### config.mk
export PLATFORM = sky130hd
export DESIGN_NAME = ccmd_top
export DESIGN_NICKNAME = d
export VERILOG_FILES = /design/src/verilog/ccmd_pkg.sv /design/src/verilog/ccmd_top.sv /design/src/verilog/ccmd_gate.sv
export VERILOG_INCLUDE_DIRS = /design/src /design/src/verilog
export SDC_FILE = /design/constraint.sdc
export NUM_CORES = 1
export LEC_CHECK = 0
export BUFFER_PORTS_ARGS = -buffer_cell sky130_fd_sc_hd__buf_4
export CORE_ASPECT_RATIO = 2
export CORE_MARGIN = 2
export CORE_UTILIZATION = 33
export CTS_BUF_LIST = sky130_fd_sc_hd__clkbuf_4 sky130_fd_sc_hd__clkbuf_8 sky130_fd_sc_hd__clkbuf_16
export CTS_CLUSTER_DIAMETER = 60
export DETAILED_ROUTE_END_ITERATION = 8
export GPL_TIMING_DRIVEN = 1
export PLACE_DENSITY = 0.74
export SLEW_MARGIN = 20
export SYNTH_ARGS = -nofsm -noshare
export SYNTH_HDL_FRONTEND = slang
export SYNTH_SLANG_ARGS = --single-unit
### constraint.sdc
create_clock -name clk_i -period 1.84 [get_ports clk_i]
set_input_delay 0.368 -clock clk_i [delete_from_list [all_inputs] [get_ports clk_i]]
set_output_delay 0.368 -clock clk_i [all_outputs]
set_load 0.1 [all_outputs]
### src/verilog/ccmd_consts.svh
// Purpose: Constants for the capture/compare module disable register
// Assumes: Included by bare name; definitions only
// Notes: Offsets are byte addresses on a 32-bit Wishbone bus
// How it works
// Bit 10 disables input capture three
// Bit 9 disables input capture two
// Bit 8 disables input capture one
// Bit 2 disables output compare three
// Bit 1 disables output compare two
// Zero keeps power and clock enabled
// Bit 0 disables compare one; reset zero
`ifndef CCMD_CONSTS_SVH
`define CCMD_CONSTS_SVH
`define CCMD_DISABLE_OFFSET 8'h00
`define CCMD_STATUS_OFFSET 8'h04
`define CCMD_IC3_BIT 10
`define CCMD_IC2_BIT 9
`define CCMD_IC1_BIT 8
`define CCMD_OC3_BIT 2
`define CCMD_OC2_BIT 1
`define CCMD_OC1_BIT 0
`define CCMD_IMPL_MASK 16'h0707
`define CCMD_RESET_VALUE 16'h0000
`endif

### src/verilog/ccmd_pkg.sv
// Purpose: Types for the capture/compare module disable block
// Assumes: Nothing beyond the constants header
// Notes: Channel order is ic3..ic1 then oc3..oc1
package ccmd_pkg;
  // One bit per channel, one means gated off
  typedef struct packed {
    logic input_capture_three_off;
    logic input_capture_two_off;
    logic input_capture_one_off;
    logic output_compare_three_off;
    logic output_compare_two_off;
    logic output_compare_one_off;
  } ccmd_disable_t;
endpackage : ccmd_pkg

### src/verilog/ccmd_top.sv
// Purpose: Module disable register with Wishbone access
// Assumes: Classic Wishbone, 32-bit data, one clock
// Notes: Unmapped reads return zero and still ack
`timescale 1ns/1ps
`include "ccmd_consts.svh"
module ccmd_top
  import ccmd_pkg::*;
(
  input wire logic clk_i,
  input wire logic rst_i,
  input wire logic cyc_i,
  input wire logic stb_i,
  input wire logic we_i,
  input wire logic [7:0] adr_i,
  input wire logic [3:0] sel_i,
  input wire logic [31:0] dat_i,
  output logic [31:0] dat_o,
  output logic ack_o,
  output ccmd_disable_t disable_o,
  output logic [5:0] run_o
);
  logic [15:0] reg_q; // Disable register, 16 bits
  logic [15:0] reg_d; // Next value on write
  logic req; // New request this cycle
  logic [5:0] off_vec; // Disable bits in struct order
  logic [5:0] run_int; // Gated enables from the leaf

  // Single-cycle answer; ack drops the cycle after
  assign req = cyc_i & stb_i & ~ack_o;

  // Byte lanes merge; unimplemented bits stay zero
  always_comb
  begin
    reg_d = reg_q;
    if (sel_i[0])
      reg_d[7:0] = dat_i[7:0];
    if (sel_i[1])
      reg_d[15:8] = dat_i[15:8];
    reg_d = reg_d & `CCMD_IMPL_MASK;
  end

  // Register write, reset clears every disable
  always_ff @(posedge clk_i)
  begin
    if (rst_i)
      reg_q <= `CCMD_RESET_VALUE;
    else if (req && we_i && adr_i == `CCMD_DISABLE_OFFSET)
      reg_q <= reg_d;
  end

  // Acknowledge every request, mapped or not
  always_ff @(posedge clk_i)
  begin
    if (rst_i)
      ack_o <= 1'b0;
    else
      ack_o <= req;
  end

  // Read data; status shows live channel enables
  always_ff @(posedge clk_i)
  begin
    if (rst_i)
      dat_o <= 32'h0000_0000;
    else if (req && !we_i)
    begin
      case (adr_i)
        `CCMD_DISABLE_OFFSET: dat_o <= {16'h0000, reg_q};
        `CCMD_STATUS_OFFSET: dat_o <= {26'h0, run_int};
        default: dat_o <= 32'h0000_0000;
      endcase
    end
    else
      dat_o <= 32'h0000_0000;
  end

  // Pick channel bits out of the register
  assign off_vec = {reg_q[`CCMD_IC3_BIT],
                    reg_q[`CCMD_IC2_BIT],
                    reg_q[`CCMD_IC1_BIT],
                    reg_q[`CCMD_OC3_BIT],
                    reg_q[`CCMD_OC2_BIT],
                    reg_q[`CCMD_OC1_BIT]};

  // Disable outputs registered copy of the bits
  always_ff @(posedge clk_i)
  begin
    if (rst_i)
      disable_o <= '0;
    else
      disable_o <= off_vec;
  end

  // Enables: one means power and clock on
  ccmd_gate #(.N(6)) u_gate (
    .clk_i(clk_i),
    .rst_i(rst_i),
    .off_i(off_vec),
    .run_o(run_int)
  );
  assign run_o = run_int; // Leaf output is already a flop
endmodule : ccmd_top

### src/verilog/ccmd_gate.sv
// Purpose: Per-channel power and clock enable from disable bits
// Assumes: Single clock, synchronous active-high reset
// Notes: Enables are registered so they are glitch free
`timescale 1ns/1ps
module ccmd_gate
  import ccmd_pkg::*;
#(
  parameter int N = 6
)
(
  input wire logic clk_i,
  input wire logic rst_i,
  input wire logic [N-1:0] off_i,
  output logic [N-1:0] run_o
);
  // One enable flop per channel
  genvar g;
  generate
    for (g = 0; g < N; g++)
    begin : g_ch
      // Reset comes up enabled, matching cleared disables
      always_ff @(posedge clk_i)
      begin
        if (rst_i)
          run_o[g] <= 1'b1;
        else
          run_o[g] <= ~off_i[g];
      end
    end
  endgenerate
endmodule : ccmd_gate

==> results of run 1 <==
layout make-up:
class / instances / area share, %
Inverter: 10 / 2.64
Clock buffer: 4 / 3.87
Multi-Input combinational cell: 63 / 27.1
Timing Repair Buffer: 46 / 24.3
Sequential cell: 28 / 39.4
Tap cell: 31 / 2.73
layout by cell type (no fill, tap or decap), drive strengths merged:
cell type and n:
buf 46, or4b 1, or3 1, nand3b 3, clkbuf 4, inv 10
conb 23, nor4 2, nor3 3, nand2b 12, mux2i 9, dfxtp 28
nor2 5, or4 1, nor3b 3
sequential cells by signal (all words and copies together) (netlist names):
signal and cells:
u_gate.run_o 6, disable_o 6, ack_o 1, dat_o 9
reg_q 6
through the flow:
step / setup slack [ps] / total power [mW] / cell area [um2] / hold WS [ps]
6_report: 192 / 1.24 / 1420 / 345
5_1_grt: 95.7 / 1.26 / 1420 / 360
4_1_cts: 192 / 1.24 / 1420 / 344
3_5_place_dp: -83.7 / 0.891 / 1370 / 425
3_3_place_gp: -87.9 / 0.890 / 1370 / 421
2_1_floorplan: 10.7 / 0.891 / 1170 / 406
worst reg2reg max path, stage by stage, from the launching register on:
cell and delay (ps):
dfxtp_1 320, nand3b_1 210, or4b_1 480, buf_4 180, nor3b_2 150
power groups by stage:
stage	combinational (mW)	clock [mW]	sequential, mW
after floorplan	0.263	0	0.628
after global placement	0.268	0	0.621
after detailed placement	0.270	0	0.621
after CTS	0.270	0.367	0.607
after global routing	0.278	0.379	0.607
final	0.270	0.359	0.607
per-layer routing:
layer  up-vias  part of all wire (%)  global-route usage, %
li1        375                     -                      -
met1       349                    31                   8.29
met2        43                    58                   19.9
met3         2                   9.0                   2.13
met4         0                   1.9                   5.79
met5         -                     0                      0
Yosys cell counts:
cell type	number	area [um2]
dfxtp_1	28	561
nor4_1	2	12.5
buf_2	1	5.00
or4_4	1	11.3
inv_1	10	37.5
buf_4	23	173
mux2i_1	9	90.1
or4b_1	1	10.0
nor3_1	3	15.0
clkbuf_1	2	7.51
conb_1	1	3.75
nand2b_1	12	75.1
nor3b_2	3	37.5
or3_1	1	6.26
nor2_1	5	18.8
nand3b_1	3	22.5
kinds of logic after synthesis:
family / Yosys count / share of synthesized area (%)
simple gates: 31 / 19.2
mux: 9 / 8.30
flops: 28 / 51.6
other cells: 1 / 0.345
buf+inv: 36 / 20.5
worst max path at each step:
| stage | start | endpoint | slack, ps | cells after the start |
|---|---|---|---|---|
| 4_1_cts | adr_i[6] | dat_o[10] | 190 | 5 |
| 2_1_floorplan | ack_o | reg_q[0] | 10 | 3 |
| 6_report | adr_i[6] | dat_o[8] | 190 | 5 |
| 5_1_grt | adr_i[6] | dat_o[4] | 100 | 5 |
| 3_5_place_dp | adr_i[6] | dat_o[10] | -80 | 5 |
| 3_3_place_gp | adr_i[6] | dat_o[9] | -90 | 5 |
==> results.py, run 1 <==
metrics = {
    "worst_hold_path": {
        "min_to": "ack_o",
        "holdPathStages": 2,
        "hold_path.class": "in2reg",
        "hp-start": "rst_i",
    },
    "global_routing": {
        "grt_first_pass_wirelength_um": 2900,
        "grt_start_max_net_pins": 16,
        "grt_pass1_vias": 714,
        "antenna_found_initial": 0,
        "grtUsageTotal_pct": 10.1,
        "grt-ovfl-total": 0,
    },
    "clock_network": {
        "postCtsSetupRepairBufs": 0,
        "cts_resized": 0,
        "htree_levels": 1,
        "cts_tree": "yes",
        "ctsHoldBuffers": 0,
        "clock_path_buffers": 2,
        "insertion_delay_ps": 260,
        "cts_buffers": 3,
        "cts.sinks": 28,
        "clkTransAtPathRegs_ps": 90,
        "ctsRootBufferMaster": "clkbuf_8",
    },
    "floorplan": {
        "fp.dieH_um": 85.1,
        "dieArea_um2": 3790,
        "start_util_pct": 34.4,
        "rows": 29,
        "die_x_um": 44.6,
        "pin_count": 94,
        "coreArea_um2": 3160,
    },
    "place": {
        "gp_congestion": 0.757,
        "dpl.hpwl_um": 1630,
        "io_buffers": 42,
        "dp.cells": 178,
    },
    "logic_synthesis": {
        "synth.avg_cell_area_um2": 10.3,
        "ys_types": 16,
        "yosysWarningCount": 0,
        "synth-seq-cells": 28,
        "netlist_instances": 105,
        "synth_area_um2": 1090,
        "ys_seq_area_share_pct": 51.6,
    },
    "route": {
        "routed_wire_length_per_instance_um": 10.4,
        "vias_per_cell": 4.23,
        "num_vias": 769,
        "ant_nets": 0,
        "drt-pass1-iter-count": 4,
        "drcViolationCount": 0,
        "routed_wl_um": 1880,
        "drtIter0Drc": 7,
    },
    "critical_path": {
        "cp.required_ps": 2040,
        "cp.arrival_ps": 1840,
        "end_kind": "flop",
        "cpPeakStageDelay_ps": 520,
        "crit_chain": "buf_4, or4_4, or4b_1, buf_4, nor3b_2",
        "rrSetupSlack_ps": 440,
        "cpMaxStageDelayCell": "or4_4",
        "critPathLaunchType": "primary input",
        "r2r-start": "ack_o",
        "reg2reg_to": "dat_o[8]",
        "path_buf_inv": 2,
        "rr_worst_depth": 4,
        "crit_top_cell": "buf_4",
        "cp_max_fo": 9,
        "critPathKind": "in2reg",
        "path_delay_family": "simple AND/OR/NAND/NOR gates",
    },
    "cells_and_area": {
        "diodes": 0,
        "final_core_util_pct": 45.1,
        "nNetsFinal": 201,
        "final_layout_size_suffix_gt1_share_pct": 35.8,
        "fill_cells": 288,
        "register_area_um2": 561,
        "multi_input_area_um2": 385,
        "finalNonFillerCells": 182,
        "syn_to_final_growth_pct": 31.0,
    },
    "sta": {
        "setup_viol": 0,
        "rsz0062_at_grt": "false",
        "slew_viol_final": 0,
        "min_period_ps": 1650,
        "setup_tns_ps": 0,
        "fmax_mhz": 607,
        "hold_violations": 0,
        "finalClockSkew_ps": 2.49,
        "min_period_over_period_pct": 89.5,
    },
    "power": {
        "p_sw_share_pct": 32.2,
        "p_seq_share_pct": 49.1,
        "irDropWorstVdd_mv": 0.563,
        "comb_power_share_pct": 21.9,
        "power_density_nw_per_um2": 868,
        "clkPwrFrac_pct": 29.0,
        "internal_power_uw": 837,
        "power.leakage_nw": 0.732,
        "switchingPower_uw": 398,
    },
    "status": {
        "outcome": "completed",
    },
    "job": {
        "maxCapViolations": 0,
    },
}
Note: power is estimated with default switching activity, not from simulation.
==> run 2: changes to the inputs <==
- CELL_PAD_IN_SITES_DETAIL_PLACEMENT: unset -> 1
- CELL_PAD_IN_SITES_GLOBAL_PLACEMENT: unset -> 2
- CORE_UTILIZATION: 33 -> 17
- PLACE_DENSITY: 0.74 -> unset
- PLACE_DENSITY_LB_ADDON: unset -> 0.1
- RECOVER_POWER: unset -> 25
- REMOVE_ABC_BUFFERS: unset -> 1
==> results.py, run 2 (synthesis gave the netlist of run 1 again) <==
metrics = {
    "route": {
        "routed_wire_length_per_instance_um": 11.1,
        "vias_per_cell": 3.29,
        "drtIter0Drc": 7,
        "num_vias": 784,
        "ant_nets": 0,
        "drcViolationCount": 0,
        "drt-pass1-iter-count": 2,
        "routed_wl_um": 2630,
    },
    "sta": {
        "min_period_over_period_pct": 93.2,
        "holdWs_ps": 370,
        "min_period_ps": 1720,
        "setup_viol": 0,
        "finalClockSkew_ps": 3.62,
        "hold_violations": 0,
        "rsz0062_at_grt": "false",
        "tightest_slew_ps": 559,
        "relSlewSlack_pct": 62.7,
        "slew_viol_final": 0,
        "fmax_mhz": 583,
    },
    "global_routing": {
        "antenna_found_initial": 0,
        "grt-ovfl-total": 0,
        "grt_pass1_vias": 774,
        "grt_first_pass_wirelength_um": 3650,
        "grtUsageTotal_pct": 7.46,
        "grt_start_max_net_pins": 17,
    },
    "power": {
        "power.leakage_nw": 0.755,
        "power_density_nw_per_um2": 985,
        "irDropWorstVdd_mv": 0.298,
    },
    "cells_and_area": {
        "diodes": 0,
        "fill_cells": 759,
        "nNetsFinal": 202,
        "top_register": "dat_o",
        "finalNonFillerCells": 238,
        "final_layout_size_suffix_gt1_share_pct": 35.5,
        "final_common_cell": "buf_4",
        "syn_to_final_growth_pct": 42.3,
        "mostFrequentLayoutCells": "buf_4, dfxtp_1, conb_1, nand2b_1, inv_1",
        "largest_reg_flops": 9,
    },
    "place": {
        "dpl.hpwl_um": 2120,
        "gp_congestion": 0.632,
        "dp.cells": 234,
        "io_buffers": 42,
    },
    "floorplan": {
        "die_x_um": 60.5,
        "rows": 41,
        "dieArea_um2": 7080,
        "fp.dieH_um": 117,
        "pin_count": 94,
        "start_util_pct": 17.4,
        "coreArea_um2": 6260,
    },
    "critical_path": {
        "end_kind": "flop",
        "r2r-start": "ack_o",
        "critPathLaunchType": "primary input",
        "cp.arrival_ps": 1900,
        "rrSetupSlack_ps": 370,
        "setup.worst_path.end": "dat_o[9]",
        "reg2reg_to": "dat_o[9]",
        "cp_max_fo": 9,
        "startpoint": "adr_i[6]",
        "rr_worst_depth": 4,
        "critPathKind": "in2reg",
        "cp.required_ps": 2030,
    },
    "clock_network": {
        "cts.sinks": 28,
        "cts_resized": 0,
        "cts_buffers": 3,
        "clkTransAtPathRegs_ps": 70,
        "cts_tree": "yes",
        "ctsRootBufferMaster": "clkbuf_16",
        "insertion_delay_ps": 260,
        "clock_path_buffers": 2,
        "postCtsSetupRepairBufs": 0,
        "htree_levels": 1,
        "ctsHoldBuffers": 0,
    },
    "job": {
        "maxCapViolations": 0,
    },
    "status": {
        "outcome": "completed",
    },
    "worst_hold_path": {
        "hold_path.class": "in2reg",
    },
}
==> run 2: changes by cell type in the layout (fill, tap and decap cells not counted) <==
cell	before	now
clkbuf_1	0	1
bufinv_16	0	1
clkbuf_8	4	0
clkbuf_16	0	3
==> run 2: critical path, cell delays in order <==
cell and delay [ps]:
buf_4 110, or4_4 530, or4b_1 530, buf_4 200
nor3b_2 170
==> run 2: worst min-delay path by stage <==
stage	from	to	slack [ps]	cells past startpoint
global route	dat_i[0]	reg_q[0]	370	3
finish	dat_i[0]	reg_q[0]	370	3
detailed placement	reg_q[9]	u_gate.run_o[4]	430	1
CTS	dat_i[0]	reg_q[0]	370	3
global placement	u_gate.run_o[5]	dat_o[5]	430	2
floorplan	reg_q[8]	u_gate.run_o[3]	410	1
==> run 2: final cells by class <==
cell class	count	area (um2)	area share (%)
Tap cell	86	108	6.96
Sequential cell	28	561	36.3
Clock buffer	3	75.1	4.86
Multi-Input combinational cell	63	385	24.9
Clock inverter	1	30.0	1.94
Timing Repair Buffer	47	349	22.6
Inverter	10	37.5	2.43
==> run 2: power breakdown <==
part | total (mW) | switching (mW) | internal, mW
logic | 0.275 | 0.235 | 0.0402
clock network | 0.640 | 0.207 | 0.433
registers | 0.607 | 0.000410 | 0.606
==> run 2: through the flow <==
stage	power [mW]	cell area, um2	setup TNS (ps)	utilization, %	setup WS, ps
3_5_place_dp	0.898	1440	-1290	23.1	-158
3_3_place_gp	0.895	1440	-1110	23.1	-141
6_report	1.52	1550	0	24.7	124
4_1_cts	1.55	1550	0	24.8	118
5_1_grt	1.58	1550	0	24.7	86.2
2_1_floorplan	0.847	983	-80.1	-	-21.8
==> run 2: routing by layer <==
layer | vias up | share of wire, % | global-route usage (%)
met1 | 368 | 30 | 6.03
met4 | 0 | 1.7 | 4.35
li1 | 377 | - | -
met3 | 4 | 6.4 | 1.76
met2 | 35 | 62 | 15.0
met5 | - | 0 | 0
==> run 3: changes to the inputs <==
- CORE_UTILIZATION: 17 -> 18
- SYNTH_HIERARCHICAL: unset -> 1
==> results.py, run 3 <==
metrics = {
    "power": {
        "power.leakage_nw": 0.715,
        "total_power_mw": 1.53,
        "irDropWorstVdd_mv": 0.292,
        "power_density_nw_per_um2": 1000,
    },
    "floorplan": {
        "coreArea_um2": 6010,
        "rows": 40,
        "pin_count": 94,
        "dieArea_um2": 6880,
        "start_util_pct": 18.6,
        "fp.dieH_um": 115,
        "die_x_um": 59.7,
    },
    "logic_synthesis": {
        "synth-xor-area-share_pct": 0,
        "netlist_instances": 105,
        "async_flop_share_pct": 0,
        "synth_top_family_by_area": "simple AND/OR/NAND/NOR gates",
        "yosysWarningCount": 6,
        "synth_area_leaders": "dfxtp_1, buf_4, nor2b_1",
        "synth_mux_area_share_pct": 8.75,
        "synth-seq-cells": 28,
        "synth_top_area_cell": "dfxtp_1",
        "synth_edf_count": 0,
        "synth.avg_cell_area_um2": 10.6,
        "synth_area_um2": 1110,
        "synth.most_common_cell": "dfxtp_1",
        "synth-simple-area-share_pct": 22.1,
        "synthAdderAreaFrac_pct": 0,
        "synth_compound_area_share_pct": 0,
        "synth_ff_type": "dfxtp_1",
        "ys_seq_area_share_pct": 50.3,
        "synth_top_area_share_pct": 50.3,
        "ys_types": 18,
        "ys_top_cells_by_count": "dfxtp_1, buf_4, nor2b_1, mux2_2, nand2b_1",
    },
    "route": {
        "num_vias": 791,
        "vias_per_cell": 3.70,
        "routed_wl_um": 2640,
        "drt-pass1-iter-count": 3,
        "ant_nets": 0,
        "routed_wire_length_per_instance_um": 12.3,
        "drcViolationCount": 0,
        "drtIter0Drc": 5,
    },
    "sta": {
        "min_period_over_period_pct": 92.8,
        "hold_violations": 0,
        "relSlewSlack_pct": 43.8,
        "fmax_mhz": 585,
        "holdWs_ps": 386,
        "min_period_ps": 1710,
        "finalClockSkew_ps": 5.39,
        "slew_viol_final": 0,
        "tightest_slew_ps": 843,
        "setup_tns_ps": 0,
        "setup_viol": 0,
        "rsz0062_at_grt": "false",
    },
    "cells_and_area": {
        "final_common_cell": "buf_4",
        "fill_cells": 732,
        "final_core_util_pct": 25.4,
        "nNetsFinal": 201,
        "syn_to_final_growth_pct": 37.0,
        "largest_reg_flops": 9,
        "diodes": 0,
        "top_register": "dat_o",
        "mostFrequentLayoutCells": "buf_4, dfxtp_1, conb_1, nor2b_1",
        "final_layout_size_suffix_gt1_share_pct": 38.4,
    },
    "global_routing": {
        "grtUsageTotal_pct": 8.13,
        "antenna_found_initial": 0,
        "grt_pass1_vias": 853,
        "grt_first_pass_wirelength_um": 4040,
        "grt-ovfl-total": 0,
        "grt_start_max_net_pins": 20,
        "gr-usage-met2_pct": 16.5,
        "busiest_layer": "met2",
        "met3_usage_pct": 1.46,
        "use_met1_pct": 6.64,
    },
    "critical_path": {
        "cp_max_fo": 9,
        "end_kind": "flop",
        "critPathKind": "in2reg",
        "cpMaxStageDelayCell": "or4_4",
        "cp.required_ps": 2040,
        "startpoint": "adr_i[4]",
        "cpPeakStageDelay_ps": 530,
        "cp.arrival_ps": 1900,
        "critPathLaunchType": "primary input",
        "rr_worst_depth": 4,
        "crit_top_cell": "buf_4",
        "r2r-start": "ack_o",
        "crit_chain": "buf_4, or4_4, or4b_1, buf_4, nor3b_2",
    },
    "worst_hold_path": {
        "hold_path.class": "in2reg",
        "hp-start": "adr_i[2]",
        "holdPathStages": 2,
    },
    "clock_network": {
        "cts_buffers": 3,
        "htree_levels": 1,
        "ctsRootBufferMaster": "clkbuf_16",
        "cts_resized": 0,
        "clock_path_buffers": 2,
        "cts.sinks": 28,
        "cts_tree": "yes",
        "postCtsSetupRepairBufs": 0,
        "insertion_delay_ps": 260,
        "clkTransAtPathRegs_ps": 70,
        "ctsHoldBuffers": 0,
    },
    "place": {
        "io_buffers": 42,
        "gp_congestion": 0.636,
        "dpl.hpwl_um": 2140,
    },
    "status": {
        "outcome": "completed",
    },
    "job": {
        "maxCapViolations": 0,
    },
}
[run 3: cells by family (layout without fill, tap and decap cells)]
| kind of cell | count (synthesis) | in the layout |
|---|---|---|
| other cells | 1 | 23 |
| mux | 9 | 9 |
| simple gates | 37 | 37 |
| flops | 28 | 28 |
| buf+inv | 30 | 54 |
[run 3: final cells by class]
class	count	area [um2]	area share (%)
well taps	63	78.8	5.16
clock inverters	1	30.0	1.97
flip-flops and latches	28	561	36.7
clock buffers	3	75.1	4.91
repair buffers	46	338	22.1
multi-input cells	69	430	28.2
inverters	4	15.0	0.983
[run 3: worst paths after layout]
path,endpoint,slack [ps]
worst max-delay path,dat_o[10],130
worst min-delay path,dat_o[9],390
worst max register to register,dat_o[10],390
worst min register to register,u_gate/run_o[1],410
[run 3: per-stage QoR]
step	setup slack, ps	instance area, um2	std cells
after floorplan	-66.2	1010	101
after global placement	-142	1430	210
after detailed placement	-167	1430	210
after CTS	109	1540	214
after global routing	87.8	1530	214
final	132	1530	214
[run 3: where the power goes]
group,internal [mW],total [mW],switching (mW)
sequential,0.606,0.607,0.000402
combinational,0.0389,0.275,0.236
clock,0.434,0.651,0.217
[run 3: per-layer routing]
| layer | part of all wire (%) | wire length [um] |
|---|---|---|
| met5 | 0 | 0 |
| met4 | 2.0 | 54 |
| met3 | 7.0 | 184 |
| met2 | 60 | 1580 |
| met1 | 31 | 818 |
[run 3: worst max-delay path, delay by kind of cell]
kind,cells,cell delay (ps)
AND/OR/NAND/NOR,3,1220
buffers and inverters,2,300
